`src/rtl/hmw_pkg.sv`:
```
// Purpose: Constants for the host MAC wake-up control block
// Assumes: APB with 32-bit data, register indices times four give byte addresses
// Notes:   Offsets are word indices
package hmw_pkg;
    // ==========================================================
    // Register map
    localparam int unsigned HMW_ADDR_W           = 8;
    localparam int unsigned HMW_IDX_FILTER       = 32'h0000_000b;
    localparam int unsigned HMW_IDX_WAKE_CSR     = 32'h0000_000c;
    localparam int unsigned HMW_IDX_IRQ_MASK     = 32'h0000_0010;
    localparam int unsigned HMW_IDX_FILTER_PTR   = 32'h0000_0011;
    localparam int unsigned HMW_IDX_POWER        = 32'h0000_0012;
    localparam logic [HMW_ADDR_W-1:0] HMW_ADDR_FILTER     = 8'h2c;
    localparam logic [HMW_ADDR_W-1:0] HMW_ADDR_WAKE_CSR   = 8'h30;
    localparam logic [HMW_ADDR_W-1:0] HMW_ADDR_IRQ_MASK   = 8'h40;
    localparam logic [HMW_ADDR_W-1:0] HMW_ADDR_FILTER_PTR = 8'h44;
    localparam logic [HMW_ADDR_W-1:0] HMW_ADDR_POWER      = 8'h48;
    // ==========================================================
    // Wake-up control and status fields
    localparam int unsigned HMW_BIT_MAGIC_EN     = 1;
    localparam int unsigned HMW_BIT_REMOTE_EN    = 2;
    localparam int unsigned HMW_BIT_MAGIC_SEEN   = 5;
    localparam int unsigned HMW_BIT_REMOTE_SEEN  = 6;
    localparam int unsigned HMW_BIT_UNICAST_EN   = 9;
    localparam logic [31:0] HMW_CSR_RW_MASK      = 32'h0000_0206;
    localparam logic [31:0] HMW_CSR_W1C_MASK     = 32'h0000_0060;
    // Interrupt status bits: 0 magic, 1 remote, 2 unicast, 3 wake
    localparam int unsigned HMW_IRQ_W            = 4;
    localparam int unsigned HMW_IRQ_UNICAST      = 2;
    localparam int unsigned HMW_IRQ_WAKE         = 3;
    localparam int unsigned HMW_DA_GROUP_BIT     = 0;
    // ==========================================================
    // Filter storage
    localparam int unsigned HMW_FILTER_WORDS     = 8;
    localparam int unsigned HMW_FILTER_PTR_W     = 3;
    localparam logic [31:0] HMW_ZERO             = 32'h0000_0000;
endpackage

```
`src/rtl/hmw_wakeup_control.sv`:
```
// Purpose: Wake-up control, status flags and filter word storage of the host MAC
// Assumes: Frame classifier delivers one-cycle result strobes per received frame
// Notes:   Filter words are write-only on the bus; matching is done by the classifier
`timescale 1ns/100ps
`default_nettype none

// Overview of operation
// [RL1] Unicast enable lets any global unicast frame wake the MAC from power saving; the code wakes only on good frames.
// [RL2] A frame is global unicast when destination address bit 0 is zero.
// [RL3] A valid filter-matched remote wake-up frame sets the remote seen flag.
// [RL4] A valid magic packet sets the magic packet seen flag.
// [RL5] Remote wake enable arms wake-up frame detection using the stored filter.
// [RL6] Magic enable arms magic wake; when clear, a magic packet wakes only through the unicast or remote path.
// [RL7] Control register plus filter words form the full wake-up configuration.
// [RL8] Filter writes load consecutive words from the first, wrapping after eight.
// [RL9] Enables and flags reset to zero, reserved bits read zero, flags sticky.
module hmw_wakeup_control
    import hmw_pkg::*;
#(
    parameter int unsigned FILTER_WORDS = hmw_pkg::HMW_FILTER_WORDS
) (
    input  wire logic                          i_mclk,
    input  wire logic                          i_arst_n,
    input  wire logic                          i_psel,
    input  wire logic                          i_penable,
    input  wire logic                          i_pwrite,
    input  wire logic [hmw_pkg::HMW_ADDR_W-1:0] i_paddr,
    input  wire logic [31:0]                   i_pwdata,
    output logic      [31:0]                   o_prdata,
    output logic                               o_pready,
    output logic                               o_pslverr,
    input  wire logic                          i_frame_valid,
    input  wire logic                          i_frame_good,
    input  wire logic [7:0]                    i_frame_da_byte0,
    input  wire logic                          i_frame_magic,
    input  wire logic                          i_frame_filter_hit,
    input  wire logic                          i_sleep_req,
    output logic                               o_power_save,
    output logic                               o_wake_event,
    output logic [31:0]                        o_filter_word,
    output logic                               o_irq
);
    import hmw_pkg::*;

    initial begin
        if (FILTER_WORDS != (1 << HMW_FILTER_PTR_W)) begin
            $error("FILTER_WORDS must match the filter pointer width");
        end
    end

    // ==========================================================
    // State
    logic [31:0]                 ctrl_q, ctrl_d;
    logic [HMW_IRQ_W-1:0]        irq_st_q, irq_st_d;
    logic [HMW_IRQ_W-1:0]        irq_mask_q, irq_mask_d;
    logic [HMW_FILTER_PTR_W-1:0] fptr_q, fptr_d;
    logic [31:0]                 filt_q [FILTER_WORDS];
    logic [31:0]                 rdata_q, rdata_d;
    logic                        ready_q, ready_d;
    logic                        err_q, err_d;
    logic                        psave_q, psave_d;
    logic                        wake_q, wake_d;
    logic [31:0]                 fword_q, fword_d;
    logic                        irq_q, irq_d;

    logic                        wr_acc;
    logic                        rd_acc;
    logic                        hit_csr, hit_filt, hit_mask, hit_ptr, hit_pwr, hit_any;
    logic                        ev_magic, ev_remote, ev_unicast, ev_wake;
    logic [HMW_IRQ_W-1:0]        ev_vec;

    // ==========================================================
    // Bus decode; access phase with one wait state, answered by a registered ready
    assign wr_acc   = i_psel && i_penable && i_pwrite && !ready_q;
    assign rd_acc   = i_psel && i_penable && !i_pwrite && !ready_q;
    assign hit_csr  = (i_paddr == HMW_ADDR_WAKE_CSR);
    assign hit_filt = (i_paddr == HMW_ADDR_FILTER);
    assign hit_mask = (i_paddr == HMW_ADDR_IRQ_MASK);
    assign hit_ptr  = (i_paddr == HMW_ADDR_FILTER_PTR);
    assign hit_pwr  = (i_paddr == HMW_ADDR_POWER);
    assign hit_any  = hit_csr || hit_filt || hit_mask || hit_ptr || hit_pwr;

    // ==========================================================
    // Frame classification
    // Only good frames count; a frame with a bad check sequence is not valid
    assign ev_magic   = i_frame_valid && i_frame_good && i_frame_magic
                        && ctrl_q[HMW_BIT_MAGIC_EN];                          // [RL4] [RL6]
    assign ev_remote  = i_frame_valid && i_frame_good && i_frame_filter_hit
                        && ctrl_q[HMW_BIT_REMOTE_EN];                         // [RL3] [RL5] [RL7]
    assign ev_unicast = i_frame_valid && i_frame_good
                        && !i_frame_da_byte0[HMW_DA_GROUP_BIT]                // [RL2]
                        && ctrl_q[HMW_BIT_UNICAST_EN];                        // [RL1]
    assign ev_wake    = psave_q && (ev_magic || ev_remote || ev_unicast);     // [RL1] [RL6]
    assign ev_vec     = {ev_wake, ev_unicast, ev_remote, ev_magic};

    // ==========================================================
    // Next state
    always_comb begin
        ctrl_d     = ctrl_q;
        irq_st_d   = irq_st_q;
        irq_mask_d = irq_mask_q;
        fptr_d     = fptr_q;
        rdata_d    = HMW_ZERO;
        ready_d    = 1'b0;
        err_d      = 1'b0;
        psave_d    = psave_q;
        wake_d     = ev_wake;
        fword_d    = filt_q[fptr_q];
        if (i_psel && i_penable && !ready_q) begin
            ready_d = 1'b1;
            err_d   = !hit_any;
        end
        if (wr_acc && hit_csr) begin
            // Reserved bits ignore writes, seen flags clear on one
            ctrl_d = (ctrl_q & ~HMW_CSR_RW_MASK) | (i_pwdata & HMW_CSR_RW_MASK);  // [RL9]
            ctrl_d = ctrl_d & ~(i_pwdata & HMW_CSR_W1C_MASK);                    // [RL9]
        end
        if (wr_acc && hit_filt) begin
            fptr_d = fptr_q + 1'b1;                                              // [RL8]
        end
        if (wr_acc && hit_mask) begin
            irq_mask_d = i_pwdata[HMW_IRQ_W-1:0];
        end
        if (wr_acc && hit_ptr) begin
            irq_st_d = irq_st_q & ~i_pwdata[HMW_IRQ_W-1:0];
        end
        if (wr_acc && hit_pwr) begin
            psave_d = i_pwdata[0];
        end
        // Seen flags and interrupt status: set wins over a clear in the same cycle; a wake clears power save over a sleep request
        if (ev_magic) begin
            ctrl_d[HMW_BIT_MAGIC_SEEN] = 1'b1;                                   // [RL4]
        end
        if (ev_remote) begin
            ctrl_d[HMW_BIT_REMOTE_SEEN] = 1'b1;                                  // [RL3]
        end
        irq_st_d = irq_st_d | ev_vec;
        if (i_sleep_req) begin
            psave_d = 1'b1;
        end
        if (ev_wake) begin
            psave_d = 1'b0;                                                      // [RL1]
        end
        if (rd_acc) begin
            if (hit_csr) begin
                rdata_d = ctrl_q & (HMW_CSR_RW_MASK | HMW_CSR_W1C_MASK);         // [RL9]
            end else if (hit_mask) begin
                rdata_d = {{(32-HMW_IRQ_W){1'b0}}, irq_mask_q};
            end else if (hit_ptr) begin
                rdata_d = {{(32-HMW_IRQ_W){1'b0}}, irq_st_q};
            end else if (hit_pwr) begin
                // Pointer sits above the power bit so software can see where the next word lands
                rdata_d = {{(31-HMW_FILTER_PTR_W){1'b0}}, fptr_q, psave_q};
            end else begin
                // Filter words are write-only and read as zero
                rdata_d = HMW_ZERO;
            end
        end
        irq_d = |(irq_st_d & irq_mask_d);
    end

    // ==========================================================
    // Registers
    always_ff @(posedge i_mclk or negedge i_arst_n) begin
        if (!i_arst_n) begin
            ctrl_q     <= HMW_ZERO;                                              // [RL9]
            irq_st_q   <= '0;
            irq_mask_q <= '0;
            fptr_q     <= '0;                                                    // [RL8]
            rdata_q    <= HMW_ZERO;
            ready_q    <= 1'b0;
            err_q      <= 1'b0;
            psave_q    <= 1'b0;
            wake_q     <= 1'b0;
            fword_q    <= HMW_ZERO;
            irq_q      <= 1'b0;
        end else begin
            ctrl_q     <= ctrl_d;
            irq_st_q   <= irq_st_d;
            irq_mask_q <= irq_mask_d;
            fptr_q     <= fptr_d;
            rdata_q    <= rdata_d;
            ready_q    <= ready_d;
            err_q      <= err_d;
            psave_q    <= psave_d;
            wake_q     <= wake_d;
            fword_q    <= fword_d;
            irq_q      <= irq_d;
        end
    end

    // Filter words hold no reset; software loads all eight before use
    always_ff @(posedge i_mclk) begin
        if (wr_acc && hit_filt) begin
            filt_q[fptr_q] <= i_pwdata;                                          // [RL8] [RL7]
        end
    end

    assign o_prdata     = rdata_q;
    assign o_pready     = ready_q;
    assign o_pslverr    = err_q;
    assign o_power_save = psave_q;
    assign o_wake_event = wake_q;
    assign o_filter_word = fword_q;
    assign o_irq        = irq_q;
endmodule

`default_nettype wire

```
`config.mk`:
```
export PLATFORM = sky130hd
export DESIGN_NAME = hmw_wakeup_control
export DESIGN_NICKNAME = d
export VERILOG_FILES = /design/src/rtl/hmw_pkg.sv /design/src/rtl/hmw_wakeup_control.sv
export SDC_FILE = /design/constraint.sdc
export NUM_CORES = 1
export LEC_CHECK = 0
export BUFFER_PORTS_ARGS = -buffer_cell sky130_fd_sc_hd__buf_2
export CAP_MARGIN = 20
export CORE_MARGIN = 8
export CORE_UTILIZATION = 50
export CTS_BUF_LIST = sky130_fd_sc_hd__clkbuf_2 sky130_fd_sc_hd__clkbuf_4 sky130_fd_sc_hd__clkbuf_8
export DETAILED_ROUTE_END_ITERATION = 7
export HOLD_SLACK_MARGIN = 0.06
export PLACE_DENSITY = 0.69
export SYNTH_ARGS = -nofsm -noshare
export SYNTH_HDL_FRONTEND = slang
export SYNTH_SLANG_ARGS = --single-unit
```
`constraint.sdc`:
```
create_clock -name i_mclk -period 4.6 [get_ports i_mclk]
set_clock_uncertainty 0.1 [all_clocks]
set_input_delay 0.23 -clock i_mclk [delete_from_list [all_inputs] [get_ports i_mclk]]
set_output_delay 0.23 -clock i_mclk [all_outputs]
set_load 0.005 [all_outputs]
```
==> reports/summary.json <==
{
  "post-synth-top-count-cell": "sky130_fd_sc_hd__edfxtp_1",
  "tritoncts_clock_tree": "done",
  "crit_arrival_ps": 3470,
  "num-nets-final": 875,
  "grt_start_max_net_pins": 72,
  "cell_type_with_the_largest_total_area_after_synthesis": "sky130_fd_sc_hd__edfxtp_1",
  "layout-area-overhead-vs-synth_pct": 19.2,
  "finalSetupViolations": 0,
  "fin_total_pwr_mw": 5.60,
  "floorplan.initialDensity_pct": 50.4,
  "postSynth.topFlopCell": "sky130_fd_sc_hd__edfxtp_1",
  "place.port_buffers": 94,
  "cts-htree-levels": 2,
  "vias": 6324,
  "die_y_um": 172,
  "inserted_diodes": 0,
  "drv.max_cap_violation_count": 0,
  "cts_made_buffers": 50,
  "rows": 57,
  "slew_headroom_pct": 27.8,
  "detailedRoute.firstIterationViolations": 433,
  "routedWlPerCell_um": 20.4,
  "powerDensity_nw_per_um2": 387,
  "yosysUniqueCellTypes": 53,
  "gr_usage_total_pct": 16.9,
  "number_of_enable_flip_flop_cells_after_synthesis": 256,
  "die_area_um2": 29500,
  "core_area_um2": 24100,
  "power.share.combinational_pct": 2.8,
  "route.final.wire_length_um": 24100,
  "power.ir.vdd_worst_mv": 0.262,
  "cts.root.buffer_cell": "sky130_fd_sc_hd__clkbuf_8",
  "cts_hold_buffers": 53,
  "switching_share_pct": 19.9,
  "wirelength_met1_um": 9620,
  "globalRouteOverflowTotal": 0,
  "number_of_global_route_vias_before_repair": 6915,
  "hpwlAfterDp_um": 14100,
  "setup_repair_after_global_routing_missed_its_margin": "no",
  "met3_length_um": 1850,
  "detail_route.drc_violations": 0,
  "worst_setup_path_end_kind": "register",
  "synth_warnings": 0,
  "post-synth-top-area-fraction_pct": 63.3,
  "asyncSetResetFlopFracSynth_pct": 19.0,
  "post_cts.repair.setup_buffers": 0,
  "finalHoldViolCount": 0,
  "met2WireLength_um": 12200,
  "detailedRoute.firstPassIterationCount": 5,
  "postSynthAreaPerCell_um2": 19.2,
  "ys_top_cells_by_area": "sky130_fd_sc_hd__edfxtp_1 (63%), sky130_fd_sc_hd__dfrtp_1 (12%), sky130_fd_sc_hd__mux4_2 (12%)",
  "critical_path_required_ps": 4730,
  "achievable-frequency_ghz": 0.299,
  "timing.setup.tns_ps": 0,
  "crit_path_start_kind": "register",
  "antenna_violating_nets_post_route": 0,
  "max_slew_violations": 0,
  "sequentialPowerShare_pct": 55.5,
  "ys_seq_elements": 316,
  "netlist_instances": 632,
  "cts_resized": 0,
  "vias_per_cell": 5.35,
  "post_route_cells_drive_above_1_share_pct": 33.5,
  "power.share.clock_pct": 41.7,
  "initial_antenna_violation_count": 0,
  "final.period_utilization_pct": 72.6,
  "grt_pass1_wl_um": 38000,
  "static-leakage-power_nw": 5.30,
  "synth_common_cells": "sky130_fd_sc_hd__edfxtp_1 (256), sky130_fd_sc_hd__nand2_1 (96), sky130_fd_sc_hd__mux4_2 (64), sky130_fd_sc_hd__dfrtp_1 (60), sky130_fd_sc_hd__buf_4 (33)",
  "critical_path.max_fanout": 19,
  "mappedNetlistArea_um2": 12100,
  "clk_path_buf_depth": 3,
  "hold_class": "primary input to asynchronous set/reset pin",
  "proportion_of_synthesized_chip_area_in_sequential_cells_pct": 75.7,
  "intPower_mw": 4.48,
  "critPathKind": "register to register",
  "die_x_um": 172,
  "worst_skew_pair.late_latency_ps": 570,
  "slew_at_the_pin_with_the_worst_max_slew_slack_ps": 1080,
  "power.switching_mw": 1.12,
  "final.hold.worst_slack_ps": 95.7,
  "cts_num_sinks": 316,
  "io-pin-count": 127,
  "status": "finished clean",
  "clkSlewWorstSetupHoldPaths_ps": 60,
  "layout_min_cycle_time_ps": 3340,
  "dr.max_layer_used": "met4",
  "gp_routability_congestion": 0.817
}
## logic make-up after synthesis
logic type / Yosys count / share of synthesized area, %
mux: 70 / 12.5
other cells: 1 / 0.0309
compound gates: 26 / 1.73
buf+inv: 65 / 3.23
xor+xnor: 2 / 0.144
simple gates: 151 / 6.59
fa+ha+maj: 1 / 0.103
flops: 316 / 75.7
## routing by layer
metal  up-vias  track usage [%]
met2       246             29.3
met5         -                0
met4         0             5.51
li1       2784                -
met1      3249             20.9
met3        45             3.68
## path summary, 6_finish.rpt
check | start | to | slack [ps] | depth (start not counted)
min reg2reg | ctrl_q[6]$_DFFE_PN0P_ | ctrl_q[6]$_DFFE_PN0P_ | 370 | 1
max | o_pready$_DFF_PN0_ | filt_q[6][4]$_DFFE_PP_ | 1260 | 5
max reg2reg | o_pready$_DFF_PN0_ | filt_q[6][4]$_DFFE_PP_ | 1260 | 5
min in group i_mclk | i_paddr[1] | irq_st_q[3]$_DFF_PN0_ | 110 | 5
max in group asynchronous | i_arst_n | o_filter_word[28]$_DFF_PN0_ | 3330 | 3
min | i_arst_n | irq_st_q[3]$_DFF_PN0_ | 100 | 2
## state kept, by name, summed over array words and instances, names as in the netlist
name and flops:
filt_q 256, o_filter_word 32, o_prdata 7, ctrl_q 5, irq_mask_q 4, irq_st_q 4
fptr_q 3, o_irq 1, o_power_save 1, o_pready 1, o_pslverr 1, o_wake_event 1
## power by group through the flow
stage                     sequential [mW]  combinational, mW  clock (mW)
after detailed placement             3.17              0.125           0
after global routing                 3.11              0.173        2.52
final                                3.11              0.156        2.33
after floorplan                      3.16             0.0665           0
after global placement               3.17              0.118           0
after CTS                            3.11              0.156        2.38
## critical path: stages (launching register included)
cell and delay, ps:
sky130_fd_sc_hd__dfrtp_1 380, sky130_fd_sc_hd__and4b_1 710, sky130_fd_sc_hd__nand4_2 360, sky130_fd_sc_hd__or2_1 450, sky130_fd_sc_hd__nor2_4 620, sky130_fd_sc_hd__buf_4 370
## metrics by stage
stage | instances | cell area, um^2 | util [%] | setup WS (ps)
after detailed placement | 1035 | 12900 | 53.7 | 1300
final | 1181 | 14500 | 60.0 | 1260
after global routing | 1181 | 14500 | 60.0 | 1070
after global placement | 1035 | 12900 | 53.7 | 1370
after CTS | 1181 | 14500 | 60.0 | 1260
after floorplan | 656 | 12200 | - | 713
## cell type report
| type | instances | area [um^2] |
|---|---|---|
| Clock inverter | 12 | 50.0 |
| Sequential cell | 316 | 9200 |
| Multi-Input combinational cell | 275 | 2710 |
| Fill cell | 1770 | 9630 |
| Tap cell | 324 | 405 |
| Inverter | 12 | 45.0 |
| Timing Repair Buffer | 161 | 1110 |
| Clock buffer | 81 | 958 |
## placed cells by master, fill, tap and decap left out, types with 4 or more instances in the layout
| cell type | synthesis | layout |
|---|---|---|
| sky130_fd_sc_hd__clkbuf_8 | 0 | 56 |
| sky130_fd_sc_hd__a41oi_1 | 4 | 4 |
| sky130_fd_sc_hd__edfxtp_1 | 256 | 256 |
| sky130_fd_sc_hd__nor2_1 | 13 | 7 |
| sky130_fd_sc_hd__clkinv_1 | 0 | 8 |
| sky130_fd_sc_hd__buf_2 | 2 | 94 |
| sky130_fd_sc_hd__clkinv_2 | 0 | 4 |
| sky130_fd_sc_hd__or2_1 | 7 | 7 |
| sky130_fd_sc_hd__mux4_2 | 64 | 64 |
| sky130_fd_sc_hd__conb_1 | 1 | 25 |
| sky130_fd_sc_hd__clkbuf_4 | 0 | 25 |
| sky130_fd_sc_hd__inv_1 | 12 | 12 |
| sky130_fd_sc_hd__nor2_4 | 0 | 6 |
| sky130_fd_sc_hd__nand2_1 | 96 | 96 |
| sky130_fd_sc_hd__and3_1 | 4 | 4 |
| sky130_fd_sc_hd__buf_4 | 33 | 14 |
| sky130_fd_sc_hd__and4b_1 | 4 | 4 |
| sky130_fd_sc_hd__dlygate4sd3_1 | 0 | 53 |
| sky130_fd_sc_hd__dfrtp_1 | 60 | 57 |
No activity file was read; power rests on OpenSTA's default activity.
